==> config.mk <==
export PLATFORM = sky130hd
export DESIGN_NAME = trib_touch_report
export DESIGN_NICKNAME = d
export VERILOG_FILES = /design/src/trib_pkg.sv /design/src/trib_frame_tx.sv /design/src/trib_touch_report.sv
export VERILOG_INCLUDE_DIRS = /design/src
export SDC_FILE = /design/constraint.sdc
export NUM_CORES = 1
export LEC_CHECK = 0
export ABC_AREA = 1
export ABC_CLOCK_PERIOD_IN_PS = 2350
export BUFFER_PORTS_ARGS = -buffer_cell sky130_fd_sc_hd__buf_2
export CAP_MARGIN = 20
export CELL_PAD_IN_SITES_DETAIL_PLACEMENT = 1
export CELL_PAD_IN_SITES_GLOBAL_PLACEMENT = 1
export CORE_ASPECT_RATIO = 0.6
export CORE_MARGIN = 3
export CORE_UTILIZATION = 41
export DETAILED_ROUTE_END_ITERATION = 10
export PLACE_DENSITY = 0.75
export REMOVE_ABC_BUFFERS = 1
export SLEW_MARGIN = 20
export SYNTH_ARGS = -nofsm -noshare
export SYNTH_HDL_FRONTEND = slang
export SYNTH_SLANG_ARGS = --single-unit
export TNS_END_PERCENT = 100
==> constraint.sdc <==
create_clock -name clk -period 2.35 [get_ports clk]
set_input_delay 0.1175 -clock clk [delete_from_list [all_inputs] [get_ports clk]]
set_output_delay 0.1175 -clock clk [all_outputs]
set_load 0.01 [all_outputs]
==> src/trib_cfg.svh <==
// Purpose: Constants for the touch reporter and idle blanking block
// Assumes: 200 MHz system clock
// Notes: Times are kept in their own unit; cycle counts derive from them
`ifndef TRIB_CFG_SVH
`define TRIB_CFG_SVH

`define TRIB_CLK_HZ 200000000
`define TRIB_SEC_CYCLES (`TRIB_CLK_HZ)
`define TRIB_REPORT_MS 10
`define TRIB_REPORT_CYCLES (`TRIB_CLK_HZ / 1000 * `TRIB_REPORT_MS)
`define TRIB_CNT_W 28

`define TRIB_SEC_PER_MIN 60
`define TRIB_T1_MIN 1
`define TRIB_T3_MIN 3
`define TRIB_T5_MIN 5
`define TRIB_T10_MIN 10
`define TRIB_MENU_IDLE_SEC 30

`define TRIB_HDR_TOUCH 8'h11
`define TRIB_HDR_RELEASE 8'h10
`define TRIB_BYTE_W 8
`define TRIB_COORD_W 10

`define TRIB_DEF_BLANK 3'h0
`define TRIB_DEF_ALARM 1'h1

`endif

==> src/trib_pkg.sv <==
// Purpose: Types shared by the touch reporter and its byte framer
// Assumes: Constants come from trib_cfg.svh
// Notes: Reporter and framer state is carried in the structs below; the host model keeps its own
package trib_pkg;

    typedef enum logic [2:0] {
        TRIB_BLANK_OFF = 3'h0,
        TRIB_BLANK_1M = 3'h1,
        TRIB_BLANK_3M = 3'h2,
        TRIB_BLANK_5M = 3'h3,
        TRIB_BLANK_10M = 3'h4
    } trib_blank_type;

    typedef struct packed {
        trib_blank_type blank;
        logic alarm_en;
    } trib_settings_type;

    typedef struct packed {
        logic [9:0] x;
        logic [9:0] y;
    } trib_point_type;

    typedef struct packed {
        logic open;
        logic next_blank;
        logic toggle_alarm;
        logic apply;
        logic cancel;
        logic save;
    } trib_menu_cmd_type;

    typedef enum logic [2:0] {
        TRIB_TX_IDLE = 3'h0,
        TRIB_TX_REL = 3'h1,
        TRIB_TX_HDR = 3'h2,
        TRIB_TX_XH = 3'h3,
        TRIB_TX_XL = 3'h4,
        TRIB_TX_YH = 3'h5,
        TRIB_TX_YL = 3'h6
    } trib_tx_st_type;

    typedef struct packed {
        trib_tx_st_type st;
        trib_point_type pt;
        logic [7:0] data;
    } trib_tx_state_type;

    typedef struct packed {
        logic [2:0] tp_s;
        logic [2:0] lc_s;
        logic pressed;
        logic lamp_ok;
        logic [27:0] sec_cnt;
        logic blink;
        logic [9:0] idle_sec;
        logic light;
        logic burnout;
        logic green;
        logic red;
        logic menu_open;
        logic [4:0] menu_sec;
        trib_settings_type active;
        trib_settings_type edit;
        logic loaded;
        logic [27:0] rpt_cnt;
        logic sent;
        logic nv_we;
        trib_settings_type nv_data;
    } trib_main_state_type;

endpackage

==> src/trib_frame_tx.sv <==
// Purpose: Serialises touched frames and release markers into bytes
// Assumes: Requests are taken only while idle
// Notes: Coordinates are latched at the header so a frame never tears
`timescale 1ns/1ps
`include "trib_cfg.svh"

module trib_frame_tx (
    input wire logic clk,
    input wire logic rst_b,
    input wire logic req_touch,
    input wire logic req_release,
    input wire trib_pkg::trib_point_type point,
    output logic busy,
    output logic tx_valid,
    output logic [7:0] tx_byte,
    input wire logic tx_ready
);

    trib_pkg::trib_tx_state_type s_reg;
    trib_pkg::trib_tx_state_type s_next;

    function automatic logic [7:0] trib_hi(input logic [9:0] c);
        return 8'(c >> `TRIB_BYTE_W);
    endfunction

    function automatic logic [7:0] trib_lo(input logic [9:0] c);
        return c[`TRIB_BYTE_W-1:0];
    endfunction

    always_comb begin
        s_next = s_reg;
        case (s_reg.st)
            trib_pkg::TRIB_TX_IDLE: begin
                if (req_touch) begin
                    s_next.st = trib_pkg::TRIB_TX_HDR;
                    s_next.pt = point;
                    s_next.data = `TRIB_HDR_TOUCH; // see RULE_11 see RULE_16
                end else if (req_release) begin
                    s_next.st = trib_pkg::TRIB_TX_REL;
                    s_next.data = `TRIB_HDR_RELEASE; // see RULE_15
                end
            end
            trib_pkg::TRIB_TX_REL: begin
                if (tx_ready) begin
                    s_next.st = trib_pkg::TRIB_TX_IDLE;
                end
            end
            trib_pkg::TRIB_TX_HDR: begin
                if (tx_ready) begin
                    s_next.st = trib_pkg::TRIB_TX_XH;
                    s_next.data = trib_hi(s_reg.pt.x); // see RULE_12
                end
            end
            trib_pkg::TRIB_TX_XH: begin
                if (tx_ready) begin
                    s_next.st = trib_pkg::TRIB_TX_XL;
                    s_next.data = trib_lo(s_reg.pt.x);
                end
            end
            trib_pkg::TRIB_TX_XL: begin
                if (tx_ready) begin
                    s_next.st = trib_pkg::TRIB_TX_YH;
                    s_next.data = trib_hi(s_reg.pt.y); // see RULE_12
                end
            end
            trib_pkg::TRIB_TX_YH: begin
                if (tx_ready) begin
                    s_next.st = trib_pkg::TRIB_TX_YL;
                    s_next.data = trib_lo(s_reg.pt.y);
                end
            end
            trib_pkg::TRIB_TX_YL: begin
                if (tx_ready) begin
                    s_next.st = trib_pkg::TRIB_TX_IDLE;
                end
            end
            default: begin
                s_next.st = trib_pkg::TRIB_TX_IDLE;
            end
        endcase
    end

    always_ff @(posedge clk or negedge rst_b) begin
        if (!rst_b) begin
            s_reg <= '0;
        end else begin
            s_reg <= s_next;
        end
    end

    assign busy = (s_reg.st != trib_pkg::TRIB_TX_IDLE);
    assign tx_valid = busy;
    assign tx_byte = s_reg.data;

    property p_hdr_first;
        @(posedge clk) disable iff (!rst_b)
        (req_touch && !busy) |=> (tx_valid && tx_byte == `TRIB_HDR_TOUCH);
    endproperty
    a_hdr_first: assert property (p_hdr_first) // see RULE_11
        else $error("touched frame does not open with its header");

    property p_hi_lo_order;
        @(posedge clk) disable iff (!rst_b)
        (s_reg.st == trib_pkg::TRIB_TX_HDR && tx_ready) |=>
            (tx_byte == trib_hi(s_reg.pt.x) && tx_byte[7:2] == 6'h00);
    endproperty
    a_hi_lo_order: assert property (p_hi_lo_order) // see RULE_12
        else $error("x high byte not sent right after header");

    property p_release_alone;
        @(posedge clk) disable iff (!rst_b)
        (s_reg.st == trib_pkg::TRIB_TX_REL && tx_ready) |=> !tx_valid;
    endproperty
    a_release_alone: assert property (p_release_alone) // see RULE_15
        else $error("release marker followed by more bytes");

endmodule

==> src/trib_touch_report.sv <==
// Purpose: Touch reporter with idle blanking, lamp alarm and settings menu
// Assumes: Touch point comes from a same-clock converter; pins are async
// Notes: Settings reload from nonvolatile storage once after power-up
// Behaviour
// RULE_01: Idle blanking timeout is 1, 3, 5, 10 minutes or off; off by default.
// RULE_02: With blanking on, no touch for the interval turns the backlight off.
// RULE_03: Lamp alarm, on by default, flags burnout; LED alternates or shows orange.
// RULE_04: During lamp burnout no touch report is sent to the host.
// RULE_05: Burnout is found from lamp current; some faults may go unseen.
// RULE_06: Apply commits the edit and closes; cancel drops it and closes.
// RULE_07: Save writes all adjusted settings to nonvolatile storage.
// RULE_08: Power-up loads the last saved settings; unsaved ones are lost.
// RULE_09: Menu closes after 30 s idle keeping the edit; cancel restores.
// RULE_10: Coordinates are 10 bits per axis, origin upper left.
// RULE_11: Touched frame is header 11h then two-byte X and two-byte Y.
// RULE_12: Each coordinate is sent high byte first, then low byte.
// RULE_13: A held touch keeps producing identical touched frames.
// RULE_14: Moving contact produces frames with the updated coordinates.
// RULE_15: On release one single 10h marker byte follows the last frame.
// RULE_16: Host splits the stream by header: 11h five bytes, 10h alone.
// RULE_17: Frame repetition interval is fixed and set by a parameter.
`timescale 1ns/1ps
`include "trib_cfg.svh"

module trib_touch_report #(
    parameter int unsigned SEC_CYCLES = `TRIB_SEC_CYCLES,
    parameter int unsigned REPORT_CYCLES = `TRIB_REPORT_CYCLES
) (
    input wire logic clk,
    input wire logic rst_b,
    input wire logic touch_pressed,
    input wire trib_pkg::trib_point_type touch_point,
    input wire logic lamp_current_ok,
    input wire logic led_style_orange,
    input wire trib_pkg::trib_menu_cmd_type menu_cmd,
    input wire logic nv_load_valid,
    input wire trib_pkg::trib_settings_type nv_load_data,
    output logic nv_save_strobe,
    output trib_pkg::trib_settings_type nv_save_data,
    output logic tx_valid,
    output logic [7:0] tx_byte,
    input wire logic tx_ready,
    output logic backlight_on,
    output logic led_green,
    output logic led_red,
    output logic lamp_burnout,
    output logic menu_active,
    output trib_pkg::trib_settings_type active_settings
);

    trib_pkg::trib_main_state_type s_reg;
    trib_pkg::trib_main_state_type s_next;
    logic tick;
    logic touch_eff;
    logic busy;
    logic req_touch;
    logic req_release;

    function automatic logic [9:0] trib_limit(
        input trib_pkg::trib_blank_type b);
        case (b)
            trib_pkg::TRIB_BLANK_1M:
                return 10'(`TRIB_T1_MIN * `TRIB_SEC_PER_MIN);
            trib_pkg::TRIB_BLANK_3M:
                return 10'(`TRIB_T3_MIN * `TRIB_SEC_PER_MIN);
            trib_pkg::TRIB_BLANK_5M:
                return 10'(`TRIB_T5_MIN * `TRIB_SEC_PER_MIN);
            trib_pkg::TRIB_BLANK_10M:
                return 10'(`TRIB_T10_MIN * `TRIB_SEC_PER_MIN);
            default:
                return '0;
        endcase
    endfunction

    function automatic trib_pkg::trib_blank_type trib_step(
        input trib_pkg::trib_blank_type b);
        case (b)
            trib_pkg::TRIB_BLANK_OFF: return trib_pkg::TRIB_BLANK_1M;
            trib_pkg::TRIB_BLANK_1M: return trib_pkg::TRIB_BLANK_3M;
            trib_pkg::TRIB_BLANK_3M: return trib_pkg::TRIB_BLANK_5M;
            trib_pkg::TRIB_BLANK_5M: return trib_pkg::TRIB_BLANK_10M;
            default: return trib_pkg::TRIB_BLANK_OFF;
        endcase
    endfunction

    assign tick = (s_reg.sec_cnt == `TRIB_CNT_W'(SEC_CYCLES - 1));
    // A lit lamp in burnout blocks touches; a release is still sent
    // so the host never sees a press that never ends
    assign touch_eff = s_reg.pressed && !s_reg.burnout; // see RULE_04
    assign req_touch = touch_eff && s_reg.rpt_cnt == '0 && !busy;
    assign req_release = !touch_eff && s_reg.sent && !busy; // see RULE_15

    always_comb begin
        s_next = s_reg;
        s_next.nv_we = 1'b0;
        // Second and third stage must agree before a pin change counts
        s_next.tp_s = {s_reg.tp_s[1:0], touch_pressed};
        s_next.lc_s = {s_reg.lc_s[1:0], lamp_current_ok};
        if (s_reg.tp_s[1] == s_reg.tp_s[2]) begin
            s_next.pressed = s_reg.tp_s[2];
        end
        if (s_reg.lc_s[1] == s_reg.lc_s[2]) begin
            s_next.lamp_ok = s_reg.lc_s[2]; // see RULE_05
        end

        s_next.sec_cnt = tick ? '0 : s_reg.sec_cnt + 1'b1;
        if (tick) begin
            s_next.blink = !s_reg.blink;
        end

        // Any contact, even during burnout, counts as panel use
        if (s_reg.pressed) begin
            s_next.idle_sec = '0;
        end else if (tick && !(&s_reg.idle_sec)) begin
            s_next.idle_sec = s_reg.idle_sec + 1'b1;
        end

        if (touch_eff) begin
            if (req_touch) begin
                s_next.rpt_cnt = `TRIB_CNT_W'(REPORT_CYCLES - 1); // see RULE_17
                s_next.sent = 1'b1; // see RULE_13 see RULE_14
            end else if (s_reg.rpt_cnt != '0) begin
                s_next.rpt_cnt = s_reg.rpt_cnt - 1'b1;
            end
        end else begin
            s_next.rpt_cnt = '0;
            if (req_release) begin
                s_next.sent = 1'b0;
            end
        end

        if (!s_reg.loaded && nv_load_valid) begin
            s_next.active = nv_load_data; // see RULE_08
            s_next.loaded = 1'b1;
        end

        if (!s_reg.menu_open) begin
            if (menu_cmd.open) begin
                s_next.menu_open = 1'b1;
                s_next.menu_sec = '0;
                s_next.edit = s_next.active;
            end
        end else if (menu_cmd.cancel) begin
            s_next.menu_open = 1'b0; // see RULE_06 see RULE_09
        end else if (menu_cmd.save) begin
            s_next.active = s_reg.edit;
            s_next.nv_we = 1'b1; // see RULE_07
            s_next.nv_data = s_reg.edit;
            s_next.menu_open = 1'b0;
        end else if (menu_cmd.apply) begin
            s_next.active = s_reg.edit; // see RULE_06
            s_next.menu_open = 1'b0;
        end else if (|menu_cmd) begin
            s_next.menu_sec = '0;
            if (menu_cmd.next_blank) begin
                s_next.edit.blank = trib_step(s_reg.edit.blank); // see RULE_01
            end
            if (menu_cmd.toggle_alarm) begin
                s_next.edit.alarm_en = !s_reg.edit.alarm_en;
            end
        end else if (tick) begin
            if (s_reg.menu_sec == 5'(`TRIB_MENU_IDLE_SEC - 1)) begin
                s_next.active = s_reg.edit; // see RULE_09
                s_next.menu_open = 1'b0;
            end else begin
                s_next.menu_sec = s_reg.menu_sec + 1'b1;
            end
        end

        s_next.light = !(s_next.active.blank != trib_pkg::TRIB_BLANK_OFF &&
            s_next.idle_sec >= trib_limit(s_next.active.blank)); // see RULE_02

        // Blanked lamp draws no current, so only a lit lamp is judged
        if (!s_next.active.alarm_en) begin
            s_next.burnout = 1'b0;
        end else if (s_reg.light && !s_reg.lamp_ok) begin
            s_next.burnout = 1'b1; // see RULE_03 see RULE_05
        end

        if (!s_next.burnout) begin
            s_next.green = 1'b1;
            s_next.red = 1'b0;
        end else if (led_style_orange) begin
            s_next.green = 1'b1; // see RULE_03
            s_next.red = 1'b1;
        end else begin
            s_next.green = s_next.blink;
            s_next.red = !s_next.blink;
        end
    end

    always_ff @(posedge clk or negedge rst_b) begin
        if (!rst_b) begin
            s_reg <= '0;
            s_reg.lamp_ok <= 1'b1;
            // Sync starts at the lamp-good level, else reset fakes a burnout
            s_reg.lc_s <= '1;
            s_reg.light <= 1'b1;
            s_reg.green <= 1'b1;
            s_reg.active.blank <= trib_pkg::trib_blank_type'(`TRIB_DEF_BLANK);
            s_reg.active.alarm_en <= `TRIB_DEF_ALARM; // see RULE_01 see RULE_03
        end else begin
            s_reg <= s_next;
        end
    end

    // Point is captured per frame, so motion shows in the next frame
    trib_frame_tx u_frame_tx (
        .clk(clk),
        .rst_b(rst_b),
        .req_touch(req_touch),
        .req_release(req_release),
        .point(touch_point), // see RULE_10
        .busy(busy),
        .tx_valid(tx_valid),
        .tx_byte(tx_byte),
        .tx_ready(tx_ready)
    );

    assign nv_save_strobe = s_reg.nv_we;
    assign nv_save_data = s_reg.nv_data;
    assign backlight_on = s_reg.light;
    assign led_green = s_reg.green;
    assign led_red = s_reg.red;
    assign lamp_burnout = s_reg.burnout;
    assign menu_active = s_reg.menu_open;
    assign active_settings = s_reg.active;

    property p_no_touch_burnout;
        @(posedge clk) disable iff (!rst_b)
        (lamp_burnout && !tx_valid) |=>
            !(tx_valid && tx_byte == `TRIB_HDR_TOUCH);
    endproperty
    a_no_touch_burnout: assert property (p_no_touch_burnout) // see RULE_04
        else $error("touched frame started during lamp burnout");

    property p_dark_needs_timeout;
        @(posedge clk) disable iff (!rst_b)
        $fell(backlight_on) |->
            (active_settings.blank != trib_pkg::TRIB_BLANK_OFF &&
             $past(s_reg.pressed, 2) == 1'b0);
    endproperty
    a_dark_needs_timeout: assert property (p_dark_needs_timeout) // see RULE_02
        else $error("backlight went off without an idle timeout");

    property p_orange;
        @(posedge clk) disable iff (!rst_b)
        (lamp_burnout && led_style_orange) ##1 lamp_burnout
            |-> (led_green && led_red);
    endproperty
    a_orange: assert property (p_orange) // see RULE_03
        else $error("burnout LED not orange");

    property p_cancel_keeps;
        @(posedge clk) disable iff (!rst_b)
        (menu_active && menu_cmd.cancel && !nv_load_valid) |=>
            (!menu_active && active_settings == $past(active_settings));
    endproperty
    a_cancel_keeps: assert property (p_cancel_keeps) // see RULE_06
        else $error("cancel changed the active setting");

    property p_save_writes;
        @(posedge clk) disable iff (!rst_b)
        (menu_active && menu_cmd.save && !menu_cmd.cancel) |=>
            (nv_save_strobe && nv_save_data == $past(s_reg.edit)) ##1
            !nv_save_strobe;
    endproperty
    a_save_writes: assert property (p_save_writes) // see RULE_07
        else $error("save did not write the edited settings once");

    property p_menu_timeout;
        @(posedge clk) disable iff (!rst_b)
        (menu_active && tick && menu_cmd == '0 &&
         s_reg.menu_sec == 5'(`TRIB_MENU_IDLE_SEC - 1)) |=>
            (!menu_active && active_settings == $past(s_reg.edit));
    endproperty
    a_menu_timeout: assert property (p_menu_timeout) // see RULE_09
        else $error("menu did not close keeping the edit after idle");

    property p_release_once;
        @(posedge clk) disable iff (!rst_b)
        req_release |=> (!s_reg.sent && tx_byte == `TRIB_HDR_RELEASE);
    endproperty
    a_release_once: assert property (p_release_once) // see RULE_15
        else $error("release marker not issued once");

endmodule

* Yosys cells after proc, flatten, opt, wreduce, memory -nomap -nowiden
Cells that the tools add are included.
** Word-level totals
- Bits in registers :: 131
- Input port bits :: 37
- Logic and storage cells :: 164
** Operators by class
- $add $sub $neg :: 4
- Magnitude comparators :: 1
- Equal/unequal tests :: 33
- Mux-type cells :: 59
- Bitwise operators :: 1
- Reductions and logical operators :: 39
** Operators with widths (number)
- 2-to-1 mux 28 bit :: 3
- 2-to-1 mux 8 bit :: 6
- 2-to-1 mux 4 bit :: 11
- one-hot mux 10 bit (4 select lines) :: 1
- one-hot mux 8 bit (5 select lines) :: 1
- 2-to-1 mux 5 bit :: 7
- 2-to-1 mux 10 bit :: 3
- AND reduction 6 bit :: 5
- 2-to-1 mux 29 bit :: 1
- adder 28 x 1 -> 28 bit, second input constant :: 1
- == test 28 bit, second input constant :: 1
- logical NOT 28 bit :: 1
- nonzero test 28 bit :: 1
- subtractor 28 x 1 -> 28 bit, second input constant :: 1
- 2-to-1 mux 3 bit :: 8
- == test 3 x 2 -> 1 bit, second input constant :: 6
- inequality test 2 bit, second input constant :: 9
- one-hot mux 3 bit (6 select lines) :: 1
- 2-to-1 mux 13 bit :: 1
- == test 3 bit, second input constant :: 4
- 2-to-1 mux 6 bit :: 2
- one-hot mux 3 bit (4 select lines) :: 1
- 2-to-1 mux 1 bit :: 11
- adder 10 x 1 -> 10 bit, second input constant :: 1
- 21 further kinds :: 50

* Logic depth before layout (Yosys ltp)
- Word-level depth :: 15
- Gate-level depth with buffers :: 22

* By module
A second synthesis with hierarchy kept.
** Unflattened totals
- Cells, all modules :: 842
- Area, all modules :: 7238.2 sq um
** Modules (own cells, without submodules)
- trib_touch_report :: instances 1, cells an instance 673, area an instance 5550.3 sq um, seq. area each 2511.2 sq um
- trib_frame_tx :: instances 1, cells an instance 169, area an instance 1687.9 sq um, seq. area each 775.7 sq um

* Least setup slack after synthesis
No wires, ideal clock.
- Path type :: reg2reg
- Start point :: register s_reg[64] in the netlist's numbering
- End point :: register s_reg (netlist bit backlight_on)
- Setup time :: 0.079 ns
- Data arrival time :: 2.484 ns
- Data required time :: 2.271 ns
- Setup slack :: -0.213 ns
- Stages on the path, launching flop included :: 21
- Buffers on the path :: 0
- Cells stage by stage :: dfrtp_1 > ha_1 > nand2_1 > nor2_2 > nand2_2 > nor2_2 > nand4_1 > nand2_2 > nand2_2 > a21oi_4 > nand3_1 > nand2_1 > nand2_1 > ha_1 > nand2_1 > inv_1 > nand2_1 > nor4b_1 > nand3_1 > nand2_1 > o21ai_1
** RTL lines
- start, declared :: RTL line trib_touch_report.sv:51 : trib_pkg::trib_main_state_type s_reg;
- start signal, assigned :: RTL line trib_touch_report.sv:203 : s_reg <= s_next;

==> metrics <==
antenna cells 0; Final setup viols 1; Leak 4.69 nW; total track usage 24.2%; antenna-violating nets left 0; IO Port Bufs just under 60; Reg clk slew, reported paths about 70 ps; kind of critical path reg2reg; clock sink count around 130; layout cells sized above 1 a little over a quarter; Syn Inst Count 870; clock root buffer clkbuf_16; flops & latches, synth ~130; DRT iter0 DRCs ~280; Vias/cell roughly 5.1; final setup margin -690 ps; drc violations 0; pin count of the biggest net entering global routing roughly 50; hold violation total from the final report 0; grt ovf 0; sequential-to-total area share from yosys stat about 47%; most frequent cells in the layout nand2_1 (197), dfrtp_1 (124), inv_1 (115); PD cells between 1000 and 1500 nW/um^2; initial antenna violation count 0; Die ar. between 15000 and 20000 sq um; Worst-Skew Late Latency 440 ps; minimum clock period after layout between 3000 and 4000 ps; Worst-Margin Slew between 500 and 600 ps; setup TNS -690 ps; Final Slew Violations 0; YS warnings 0; CTS Buffer Depth 2; CP arrival approximately 3400 ps; die height between 100 and 150 um; crit start category flop; Starting Density 42.4%; width of the die approximately 170 um; VDD IR max 638 uV; IO Pins 60; Final Net Count ~1100; Hold Path Class in2reg; Netlist Area Pre-Place about 7000 sq um; worst clock skew between 10 and 15 ps; commonest non-fill, non-tap cell in the layout nand2_1; status finished, violations left; Crit-path slowest cell dfrtp_1; vias in the first global route just under 7000; cell mode on critical path nand2_2; H-tree depth 4; Largest register FFs approximately 80; CTS tree done; RSZ-0062 raised after global routing yes; Post-synth EDFFs 0; Slew HR between 60% and 70%; wirelength, routed roughly 23000 um; CTS Buf Count 17; critical path endpoint category flop; FP Rows 36; max_cap viols 0; drt pass-1 iters 4; Post-synth top flop dfrtp_1; failing checks setup timing; DP Wirelength ~15000 um; ys async rst share 100%; r2r setup slk -690 ps; hold slack final roughly 120 ps; drt wl/cell roughly 18 um; Max Clk Rate about 330 MHz; Core ar. roughly 16000 sq um; GPL Wtd Cong 0.839; Yosys cell types 57; vias roughly 6600; CP max stage delay 420 ps; synthesized area per cell ~8.0 sq um; CP max FO 4; crit share post-route 129%; crit path cell chain ha_4 > nand2_2 > nor2_4 > nand2_2 > nor2_4 > nand4_1 > nand2_2 > nand2_4 > a21oi_4 > nand3_2 > nand2_2 > nand2_2 > ha_4 > inv_1 > nor2_2 > o21ai_1 > a211oi_1 > nor2_1 > nand2_1 > o21ai_1; worst path required time roughly 2700 ps; global-route wire length before repair about 35000 um; area growth from synthesis to layout 33.0%
through the flow:
step           cell area [sq um]  utilization, %  cells  power (W)  setup WS [ps]
2_1_floorplan               6840               -    849    0.00606           -313
3_3_place_gp                8100            49.1   1222    0.00711           -308
3_5_place_dp                8100            49.1   1222    0.00730           -536
4_1_cts                     9070            55.0   1284     0.0103           -496
5_1_grt                     9300            56.4   1300     0.0115           -850
6_report                    9300            56.4   1300     0.0108           -690
Yosys cell counts (all sizes together) (2+ instances only):
library cell	count	area (sq um)
nand3	39	218
o22ai	6	37.5
o21a	6	45.0
inv	127	477
maj3	2	20.0
or2	5	33.8
dfstp	7	184
ha	13	163
nor4	5	31.3
xnor2	6	52.6
buf	20	153
nor3b	2	15.0
nor3	28	178
o31ai	4	35.0
nand2	226	896
nor2	121	531
a211oi	3	22.5
dfrtp	124	3100
a221oi	2	17.5
xor2	19	166
a31oi	4	25.0
o21ai	35	183
a21oi	44	231
nand4	8	65.1
worst max-delay path, delay by kind of cell (launching register included):
family | cells | cell delay (ps)
AND/OR/NAND/NOR | 13 | 1410
buffers and inverters | 1 | 40
flip-flops | 1 | 420
AO/OA/AOI/OAI | 4 | 640
adder cells (fa/ha/maj) | 2 | 460
power breakdown:
group          leakage [nW]  internal [W]  switching [W]
combinational          2.73       0.00167        0.00305
clock                 0.285       0.00161        0.00116
sequential             1.67       0.00285       0.000478
kinds of logic after synthesis:
kind of cell | count (synthesis) | share of synthesized area (%)
simple gates | 437 | 28.5
buf+inv | 149 | 9.12
flops | 131 | 47.0
compound gates | 111 | 9.36
xor+xnor | 25 | 3.13
fa+ha+maj | 15 | 2.61
mux | 2 | 0.304
final timing paths:
| path | endpoint | startpoint | cells after the start |
|---|---|---|---|
| max in group asynchronous | backlight_on | rst_b | 3 |
| min in group asynchronous | s_reg[12] | rst_b | 2 |
| hold reg to reg | s_next[99] | s_next[98] | 0 |
| hold / removal | u_frame_tx.s_reg[30] | tx_ready | 3 |
| setup / recovery | backlight_on | s_reg[64] | 20 |
| setup reg to reg | backlight_on | s_reg[64] | 20 |
timing repair:
item / in CTS / in global routing
hold endpoints to repair: 67 / 0
resized for setup: 24 / 27
setup endpoints to repair: 3 / 40
hold buffers: 24 / 0
gates cloned: 0 / 1
buffers inserted: 6 / 15
pin swaps: 16 / 20
area by class of cell:
type | count | area (sq um)
fillers | 2026 | 7190
flip-flops and latches | 131 | 3290
multi-input cells | 591 | 3280
repair buffers | 190 | 1370
inverters | 128 | 484
clock buffers | 19 | 443
well taps | 228 | 285
clock inverters | 13 | 150
metal layers:
layer / global-route usage [%] / wire [um] / vias to the layer above
met5: 0 / 0 / -
met4: 8.19 / 504 / 0
met3: 4.49 / 808 / 43
met2: 39.6 / 11200 / 129
met1: 32.5 / 10700 / 3265
li1: - / - / 3137
No activity file was read; power rests on OpenSTA's default activity.
